===== config.mk =====
export PLATFORM = sky130hd
export DESIGN_NAME = external_bus_interface
export DESIGN_NICKNAME = d
export VERILOG_FILES = /design/src/ext_bus_pkg.sv /design/src/ext_bus_if.sv
export SDC_FILE = /design/constraint.sdc
export NUM_CORES = 1
export LEC_CHECK = 0
export BUFFER_PORTS_ARGS = -buffer_cell sky130_fd_sc_hd__buf_2
export CAP_MARGIN = 20
export CORE_ASPECT_RATIO = 0.7
export CORE_MARGIN = 1.5
export CORE_UTILIZATION = 50
export DETAILED_ROUTE_END_ITERATION = 8
export PLACE_DENSITY_LB_ADDON = 0.25
export SLEW_MARGIN = 20
export SYNTH_ARGS = -nofsm -noshare
export SYNTH_HDL_FRONTEND = slang
export SYNTH_SLANG_ARGS = --single-unit

===== constraint.sdc =====
create_clock -name i_mclk -period 5 [get_ports i_mclk]
set_input_delay 0 -clock i_mclk [delete_from_list [all_inputs] [get_ports i_mclk]]
set_output_delay 0 -clock i_mclk [all_outputs]
set_load 0.02 [all_outputs]

===== src/ext_bus_pkg.sv =====
// constants shared by the external bus interface
// Behaviour
// - alternate bus selected: program reads use the alternate fetch strobe
// - primary bus selected: program reads use the primary fetch strobe
// - bus select and external access input pick ports 0/2 or 5/6
// - latch strobe pulses so the external latch holds the low address
// - primary bus: open-drain port 0 carries multiplexed low byte
// - reset only after reset pin sampled low three machine cycles
// - reset need not abort a serial channel transmission in progress
// - one shared bus, granted to exactly one requester at a time
// - two dma channels move 8-bit data at 16-bit addresses
// - primary bus: port 2 carries the high address byte
// - alternate bus: port 5 low byte, port 6 high byte
// - separate active-low data read and write strobes on port 3
package ext_bus_pkg;
   localparam int MCLK_HZ = 100_000_000;
   localparam int MACH_CYCLE_NS = 120;
   localparam int MACH_CYC_CLKS = (MACH_CYCLE_NS * (MCLK_HZ / 1_000_000))
      / 1000;
   localparam int RST_MACH_CYCLES = 3;
   localparam int RST_CLKS = RST_MACH_CYCLES * MACH_CYC_CLKS;
   localparam int NUM_REQ = 3;
   localparam logic [1:0] GRANT_CPU = 2'h0;
   localparam logic [1:0] GRANT_DMA0 = 2'h1;
   localparam logic [1:0] GRANT_DMA1 = 2'h2;
   typedef enum logic [4:0]
   {
      ST_IDLE = 5'h01,
      ST_ADDR = 5'h02,
      ST_LATCH = 5'h04,
      ST_STROBE = 5'h08,
      ST_DONE = 5'h10
   } bus_state_t;
endpackage


===== src/ext_bus_if.sv =====
// external bus interface: strobes, port muxing, arbitration, reset filter
`timescale 1ns/10ps
`default_nettype none
module external_bus_interface
(
   input wire logic i_mclk,
   input wire logic i_rst,
   input wire logic i_reset_pin_n,
   input wire logic i_alt_bus_select,
   input wire logic i_ext_access_n,
   input wire logic [ext_bus_pkg::NUM_REQ-1:0] i_req,
   input wire logic [ext_bus_pkg::NUM_REQ-1:0] i_req_wr,
   input wire logic [ext_bus_pkg::NUM_REQ-1:0] i_req_code,
   input wire logic [47:0] i_req_addr,
   input wire logic [23:0] i_req_wdata,
   input wire logic [7:0] i_p0_in,
   input wire logic [7:0] i_p5_in,
   input wire logic [7:0] i_p0_gpio,
   input wire logic [7:0] i_p2_gpio,
   input wire logic [7:0] i_p5_gpio,
   input wire logic [7:0] i_p6_gpio,
   output logic [ext_bus_pkg::NUM_REQ-1:0] o_grant,
   output logic [ext_bus_pkg::NUM_REQ-1:0] o_done,
   output logic [7:0] o_rdata,
   output logic o_core_reset,
   output logic o_ale,
   output logic o_prim_fetch_strobe_n,
   output logic o_alt_fetch_strobe_n,
   output logic o_data_rd_n,
   output logic o_data_wr_n,
   output logic [7:0] o_p0_out,
   output logic [7:0] o_p0_oe,
   output logic [7:0] o_p2_out,
   output logic [7:0] o_p5_out,
   output logic [7:0] o_p5_oe,
   output logic [7:0] o_p6_out
);
   import ext_bus_pkg::*;

   ////////////////////////////////////////////////////////////////////////
   // pin synchronisers; first stage read only by second
   logic [2:0] sync1_reg;
   logic [2:0] sync2_reg;
   logic [7:0] p0s1_reg, p0s2_reg, p5s1_reg, p5s2_reg;
   always_ff @(posedge i_mclk or posedge i_rst)
   begin
      if (i_rst)
      begin
         sync1_reg <= 3'h7;
         sync2_reg <= 3'h7;
         p0s1_reg <= 8'h00;
         p0s2_reg <= 8'h00;
         p5s1_reg <= 8'h00;
         p5s2_reg <= 8'h00;
      end
      else
      begin
         sync1_reg <= {i_reset_pin_n, i_alt_bus_select, i_ext_access_n};
         sync2_reg <= sync1_reg;
         p0s1_reg <= i_p0_in;
         p0s2_reg <= p0s1_reg;
         p5s1_reg <= i_p5_in;
         p5s2_reg <= p5s1_reg;
      end
   end
   wire rst_pin_n = sync2_reg[2];
   wire alt_sel = sync2_reg[1];
   wire ext_acc_n = sync2_reg[0];

   ////////////////////////////////////////////////////////////////////////
   // reset filter: pin low a full three machine cycles
   // o_core_reset is held high and the sequencer starts no new access; serial channel is not touched
   logic [7:0] rst_cnt_reg;
   logic core_reset_reg;
   wire rst_full = (rst_cnt_reg == 8'(RST_CLKS));
   always_ff @(posedge i_mclk or posedge i_rst)
   begin
      if (i_rst)
         rst_cnt_reg <= 8'h00;
      else if (rst_pin_n)
         rst_cnt_reg <= 8'h00;
      else if (!rst_full)
         rst_cnt_reg <= rst_cnt_reg + 8'h01;
   end
   always_ff @(posedge i_mclk or posedge i_rst)
   begin
      if (i_rst)
         core_reset_reg <= 1'b1;
      else
         core_reset_reg <= rst_full;
   end
   assign o_core_reset = core_reset_reg;

   ////////////////////////////////////////////////////////////////////////
   // fixed priority grant: dma0, dma1, then cpu core; one at a time
   wire [1:0] pick = i_req[1] ? GRANT_DMA0 :
                     i_req[2] ? GRANT_DMA1 : GRANT_CPU;
   // alternate bus used only when select is high and fetches are external
   wire use_alt = alt_sel & ~ext_acc_n;

   ////////////////////////////////////////////////////////////////////////
   // access sequencer: address, latch pulse, strobe, done
   bus_state_t st_reg, st_next;
   logic [1:0] own_reg;
   logic [15:0] addr_reg;
   logic [7:0] wdata_reg;
   logic wr_reg, code_reg, alt_reg, wait_reg;
   // done waits a second edge so read data has cleared the pin synchroniser
   wire last = (st_reg == ST_DONE) && wait_reg;
   wire [15:0] sel_addr = i_req_addr[16*pick +: 16];
   always_comb
   begin
      st_next = st_reg;
      case (st_reg)
         ST_IDLE: if (|i_req && !core_reset_reg) st_next = ST_ADDR;
         ST_ADDR: st_next = ST_LATCH;
         ST_LATCH: st_next = ST_STROBE;
         ST_STROBE: st_next = ST_DONE;
         ST_DONE: if (wait_reg) st_next = ST_IDLE;
         default: st_next = ST_IDLE;
      endcase
   end
   always_ff @(posedge i_mclk or posedge i_rst)
   begin
      if (i_rst)
      begin
         st_reg <= ST_IDLE;
         own_reg <= GRANT_CPU;
         addr_reg <= 16'h0000;
         wdata_reg <= 8'h00;
         wait_reg <= 1'b0;
         wr_reg <= 1'b0;
         code_reg <= 1'b0;
         alt_reg <= 1'b0;
      end
      else
      begin
         st_reg <= st_next;
         if (st_reg == ST_IDLE)
         begin
            own_reg <= pick;
            addr_reg <= sel_addr;
            wdata_reg <= i_req_wdata[8*pick +: 8];
            wr_reg <= i_req_wr[pick] & ~i_req_code[pick];
            code_reg <= i_req_code[pick];
            alt_reg <= use_alt;
         end
         wait_reg <= (st_reg == ST_DONE) && !wait_reg;
      end
   end

   ////////////////////////////////////////////////////////////////////////
   // next values of the pin outputs
   wire busy = (st_reg != ST_IDLE) && (st_reg != ST_DONE);
   wire strobe = (st_next == ST_STROBE);
   wire in_addr = (st_next == ST_ADDR) || (st_next == ST_LATCH);
   wire prim = busy && !alt_reg;
   wire altb = busy && alt_reg;
   wire [7:0] lo_next = in_addr ? addr_reg[7:0] : wdata_reg;
   wire lo_drive = in_addr || (strobe && wr_reg);
   always_ff @(posedge i_mclk or posedge i_rst)
   begin
      if (i_rst)
      begin
         o_ale <= 1'b0;
         o_prim_fetch_strobe_n <= 1'b1;
         o_alt_fetch_strobe_n <= 1'b1;
         o_data_rd_n <= 1'b1;
         o_data_wr_n <= 1'b1;
         o_p0_out <= 8'h00;
         o_p0_oe <= 8'h00;
         o_p2_out <= 8'h00;
         o_p5_out <= 8'h00;
         o_p5_oe <= 8'h00;
         o_p6_out <= 8'h00;
         o_grant <= 3'h0;
         o_done <= 3'h0;
         o_rdata <= 8'h00;
      end
      else
      begin
         o_ale <= (st_next == ST_LATCH);
         o_prim_fetch_strobe_n <= ~(strobe && code_reg && !alt_reg);
         o_alt_fetch_strobe_n <= ~(strobe && code_reg && alt_reg);
         o_data_rd_n <= ~(strobe && !code_reg && !wr_reg);
         o_data_wr_n <= ~(strobe && wr_reg);
         o_p0_out <= prim ? lo_next : i_p0_gpio;
         o_p0_oe <= (prim ? lo_drive : 1'b0) ? 8'hff : ~i_p0_gpio;
         o_p2_out <= prim ? addr_reg[15:8] : i_p2_gpio;
         o_p5_out <= altb ? lo_next : i_p5_gpio;
         o_p5_oe <= (altb && lo_drive) ? 8'hff : 8'h00;
         o_p6_out <= altb ? addr_reg[15:8] : i_p6_gpio;
         o_grant <= (st_reg == ST_IDLE) ? 3'h0 : 3'(1 << own_reg);
         o_done <= last ? 3'(1 << own_reg) : 3'h0;
         if (last && !wr_reg)
            o_rdata <= alt_reg ? p5s2_reg : p0s2_reg;
      end
   end

   ////////////////////////////////////////////////////////////////////////
   // checks
   a_grant_onehot: assert property (@(posedge i_mclk) disable iff (i_rst)
      $onehot0(o_grant)) else $error("more than one bus owner");
   a_latch_before: assert property (@(posedge i_mclk) disable iff (i_rst)
      $fell(o_ale) |-> $fell(o_data_rd_n) || $fell(o_data_wr_n)
      || $fell(o_prim_fetch_strobe_n) || $fell(o_alt_fetch_strobe_n))
      else $error("strobe not right after latch");
   a_latch_width: assert property (@(posedge i_mclk) disable iff (i_rst)
      $rose(o_ale) |=> !o_ale) else $error("latch pulse too long");
   a_strobe_excl: assert property (@(posedge i_mclk) disable iff (i_rst)
      !(!o_prim_fetch_strobe_n && !o_alt_fetch_strobe_n))
      else $error("both fetch strobes low");
   a_rdwr_excl: assert property (@(posedge i_mclk) disable iff (i_rst)
      !(!o_data_rd_n && !o_data_wr_n)) else $error("rd and wr low");
   a_reset_filter: assert property (@(posedge i_mclk) disable iff (i_rst)
      $rose(o_core_reset) |-> $past(rst_cnt_reg) == 8'(RST_CLKS))
      else $error("reset too early");
   a_alt_route: assert property (@(posedge i_mclk) disable iff (i_rst)
      !o_alt_fetch_strobe_n |-> o_p2_out == i_p2_gpio ||
      $past(i_p2_gpio) == o_p2_out) else $error("port 2 used on alt");
   a_done_after: assert property (@(posedge i_mclk) disable iff (i_rst)
      $rose(o_ale) |-> ##4 (o_done != 3'h0))
      else $error("access did not finish");
endmodule
`default_nettype wire


* Word level (Yosys, flattened, before mapping) *
Index checks and enable logic that the tools add are counted.

operators by class
  mux-type cells = 22
  equal/unequal tests = 12
  shifts and indexed selects = 3
  reduce and logical (&&, ||, !) cells = 22
  bitwise gates (word level) = 9
  add/subtract/negate cells = 1
  order comparisons = 1

operators with widths
  operator                                                                       count
  8-bit 2-to-1 mux                                                               10
  48-bit by 7-bit variable part select with 16-bit output                        1
  5-bit one-hot mux with 5 select lines                                          1
  24-bit by 6-bit variable part select with 8-bit output                         1
  1-bit logical AND                                                              14
  5-bit by 2-bit == test with 1-bit output (second input constant)               2
  5-bit by 3-bit == test with 1-bit output (second input constant)               2
  5-bit by 4-bit == test with 1-bit output (second input constant)               2
  5-bit 2-to-1 mux                                                               2
  8-bit by 1-bit adder with 8-bit output (second input constant)                 1
  8-bit by 6-bit == test with 1-bit output (second input constant)               1
  8-bit inverter                                                                 1
  3-bit 2-to-1 mux                                                               2
  1-bit inverter                                                                 6
  5-bit by 1-bit == test with 1-bit output (second input constant)               1
  5-bit == test (second input constant)                                          1
  1-bit zero test                                                                5
  5-bit by 1-bit inequality test with 1-bit output (second input constant)       1
  5-bit inequality test (second input constant)                                  1
  1-bit binary-select mux with 2-bit select                                      2
  2-bit 2-to-1 mux                                                               2
  2-bit by 3-bit less-than comparator with 1-bit output (second input constant)  1
  1-bit 2-to-1 mux                                                               3
  3-bit OR reduction                                                             1
  4 further kinds                                                                6

word-level totals
  output and inout bits = 68
  bits in registers = 149

* Depth between registers and ports, before layout *
  depth in word-level cells = 9
  depth in mapped cells = 7
  depth with buffers taken out = 6

* Worst setup path before layout *
OpenSTA, ideal clock, no wires.

  path type = register to register
  start = register st_reg[0]
  end = register o_p0_out[7]
  arrival time = 1607 ps
  stages on the path, launching flop included = 8
  setup time = 82 ps
  data required time = 4918 ps
  path slack = 3311 ps
  path through = dfstp_2 buf_4 nor2b_1 nand4_4 inv_2 buf_6 o21ai_2 a31oi_1

between the ends
  cells in the longest elaborated chain, start to end = 6
  elaborated cells on any way between the ends = 17
  classes of those cells = eq/ne (9); mux (5); reduce/logical (3)

ends and longest elaborated chain
  item                                                                                                         line               text
  start, declared                                                                                              ext_bus_if.sv:103  bus_state_t st_reg, st_next;
  start signal, assigned                                                                                       ext_bus_if.sv:138  st_reg <= st_next;
  5-bit == test (tied with other cells)                                                                        ext_bus_if.sv:114  case (st_reg)
  5-bit one-hot mux with 5 select lines *                                                                      ext_bus_if.sv:114
  via st_next[1]                                                                                               ext_bus_if.sv:103
  5-bit by 2-bit == test with 1-bit output / 5-bit by 3-bit == test with 1-bit output (equally long branches)  ext_bus_if.sv:156  wire in_addr = (st_next == ST_ADDR) || (st_next == ST_LATCH);
  1-bit logical OR *                                                                                           ext_bus_if.sv:156
  8-bit 2-to-1 mux *                                                                                           ext_bus_if.sv:159  wire [7:0] lo_next = in_addr ? addr_reg[7:0] : wdata_reg;
  8-bit 2-to-1 mux *                                                                                           ext_bus_if.sv:187  o_p0_out <= prim ? lo_next : i_p0_gpio;
  end signal, assigned                                                                                         ext_bus_if.sv:187
  end, declared                                                                                                ext_bus_if.sv:31   output logic [7:0] o_p0_out,

Mark *: on every way through the listed nets, which the timed path passes. The rest lies on a longest branch.
A chain may end at the register's enable or synchronous reset.

* Worst setup path after layout *
  start = register st_reg[0]
  end = register wr_reg

between the ends
  cells in the longest elaborated chain, start to end = 1

ends and longest elaborated chain
  item                                      line               text
  5-bit by 1-bit == test with 1-bit output  ext_bus_if.sv:139  if (st_reg == ST_IDLE)
  end signal, assigned                      ext_bus_if.sv:144  wr_reg <= i_req_wr[pick] & ~i_req_code[pick];
  end, declared                             ext_bus_if.sv:107  logic wr_reg, code_reg, alt_reg, wait_reg;

Every way passes these cells.

==> run_results.csv <==
group,metric,value,unit
synth,async_reset_ff_share,100,%
clock_tree,cts-resized-gates,0,
clock_tree,clkSinkCount,142,
critical_path,reg2reg_to,"wr_reg$_DFFE_PP0N_",
synth,synth_nets,632,
placement,place_hpwl,9820,um
synth,synthFlopType,"dfrtp_1",
route,highest_layer,"met4",
global_route,grt_remaining_overflow,0,
critical_path,crit_path_max_fanout,58,
timing,setup_slack,2.71,ns
synth,ys_seq_elements,142,
floorplan,core,0.0112,mm^2
placement,finalWeightedCongestion,0.830,
timing,worstMarginPinSlew,0.888,ns
route,wl_per_cell,16.2,um
critical_path,reg2regPathDepth,3,
outcome,outcome,"completed",
placement,place_ws,2.73,ns
critical_path,r2r_start,"st_reg[0]$_DFF_PP1_",
route,met2_length,7340,um
layout,nets,896,
worst_hold_path,holdPathEnd,"wr_reg$_DFFE_PP0N_",
flow_run,max-cap-violations,0,
worst_hold_path,hold_depth,3,
synth,yosys.area.top_type,"dfrtp_1",
timing,period_share,45.8,%
layout,drive_above_1_share,36.7,%
critical_path,end_kind,"register",
placement,dp.cells,815,
synth,synth_top_area_share,56.1,%
clock_tree,post_cts_buffers,0,
route,drt_iter0_drc,220,
clock_tree,cts-hold-fix-buffers,79,
synth,synth.most_common_cell,"dfrtp_1",
clock_tree,clk_latency,0.41,ns
clock_tree,cts_buffers,17,
clock_tree,tritoncts,"yes",
layout,area_growth_syn_to_layout,41.1,%
synth,ys_seq_area_share,61.5,%
route,drt_wl_total,15000,um
pwr,pwr_density_cell,528,mW/mm^2
floorplan,die_h,93.1,um
clock_tree,clk_path_buf_depth,2,
synth,ys_types,51,
timing,clock_skew,0.0117,ns
layout,largest_reg_flops,16,
floorplan,ios,202,
critical_path,crit_required,5.30,ns
critical_path,crit_type,"reg2reg",
global_route,grt_antenna_before_repair,1,
placement,port_buffers,201,
clock_tree,clockRootBuffer,"clkbuf_16",
timing,max_slew_margin,40.6,%
global_route,grt_usage,25.4,%
synth,synthTopCellsByCount,"dfrtp_1 (130), nor2_1 (64), nand2_1 (40)",
floorplan,die-area,0.0123,mm^2
global_route,grt_max_degree,84,
synth,synth-warning-count,0,
critical_path,r2r_slack,2.71,ns
timing,final_max_slew_viol_count,0,
timing,setup_violations,0,
synth,synthCells,496,
floorplan,start_util,51.9,%
floorplan,die_w,132,um
clock_tree,htreeDepth,4,
synth,syn_avg_cell_area,11.7,um^2
route,remaining_drc_errors,0,
layout,fin_util,73.2,%
timing,hold_viol,0,
route,wl_met3,734,um
global_route,grt_pass1_vias,4768,
route,via_per_inst,5.08,
worst_hold_path,hold_path_startpoint,"i_req_wr[1]",
global_route,grt_pass1_wl,23700,um
pwr,leakagePower,3.96,nW
critical_path,cp.arrival,2.59,ns
route,dr.pass1.iters,5,
synth,netlist_area,0.00580,mm^2
timing,fin_crit,2.29,ns
pwr,vdd_drop_max,0.320,mV
timing,max_freq,0.437,GHz
clock_tree,path_clk_slew,0.06,ns
worst_hold_path,hold_class,"in2reg",
synth,synth.area.top_cells,"dfrtp_1 (56%), mux2i_1 (6.0%), dfstp_2 (5.4%)",
floorplan,rows,32,
timing,rsz0062_at_grt,"no",
layout,final-instance-count-excl-fill,927,
synth,synth_edf_count,0,
timing,setup_tns,0,ns
route,num_vias,4710,
route,ant_nets,0,
critical_path,worst_setup_path_start_kind,"register",
route,drt-met1-wl,6470,um
-- kinds of logic (layout without fill, tap and decap cells) --
group / Yosys count / after routing / share of synthesized area (%)
and+or+nand+nor: 148 / 148 / 12.4
DFF: 142 / 142 / 61.5
AOI/OAI and AO/OA: 101 / 101 / 10.6
muxes: 52 / 52 / 9.73
buffers and inverters: 46 / 323 / 4.62
xor gates and xnor gates: 5 / 5 / 0.755
adders and majority gates: 2 / 2 / 0.431
other: 0 / 1 / 0
-- final cells by class --
class	instances	area [um^2]
clock buffers	22	464
fillers	770	2990
diodes	1	2.50
well taps	153	191
repair buffers	281	1810
multi-input cells	308	1970
clock inverters	10	136
flip-flops and latches	142	3570
inverters	10	42.5
-- through the flow --
stage / hold slack (ns) / total power [mW] / cell area, um^2
floorplan: 0.00448 / 2.66 / 5800
global placement: 0.0888 / 2.96 / 6780
detailed placement: 0.0928 / 3.01 / 6780
CTS: 0.00141 / 4.33 / 8170
global route: 0.0227 / 4.54 / 8180
finish: 0.000185 / 4.32 / 8180
-- cells in the final DEF, fill, tap and decap left out, types with 11 or more instances in the layout --
master,netlist,final
a31oi_1,16,16
mux2i_1,35,35
a21oi_1,39,39
dlygate4sd3_1,0,79
mux2_2,11,11
dfrtp_1,130,130
dfstp_2,12,12
o21ai_0,28,28
nor2_1,64,64
nand2_1,40,39
buf_2,9,201
clkbuf_16,0,17
-- critical path, stage by stage (launching register included) --
cell	delay, ns
dfstp_2	0.63
nor2b_1	0.40
nand2_2	0.60
o41ai_2	0.53
-- worst max path at each step --
stage,cells past startpoint,slack [ns],from,end
final,3,2.71,st_reg[0]$_DFF_PP1_,wr_reg$_DFFE_PP0N_
after global routing,3,2.50,st_reg[0]$_DFF_PP1_,wr_reg$_DFFE_PP0N_
after CTS,3,2.69,st_reg[0]$_DFF_PP1_,wr_reg$_DFFE_PP0N_
after detailed placement,3,2.73,st_reg[0]$_DFF_PP1_,o_p2_out[3]$_DFF_PP0_
after global placement,3,2.80,st_reg[0]$_DFF_PP1_,o_p2_out[0]$_DFF_PP0_
after floorplan,1,1.21,i_rst,addr_reg[0]$_DFFE_PP0N_
-- power breakdown --
group	leakage, nW	total (mW)	internal [mW]	switching [mW]
Combinational	1.95	1.39	0.540	0.852
Clock	0.287	1.26	0.810	0.455
Sequential	1.72	1.67	1.46	0.206
Total	3.96	4.32	2.81	1.51
-- metal layers --
layer | GRT usage [%] | vias up
met5 | 0 | -
met2 | 42.0 | 184
met3 | 6.18 | 38
met4 | 10.8 | 0
met1 | 32.3 | 2259
li1 | - | 2229
Power figures use the tool's default switching activity.
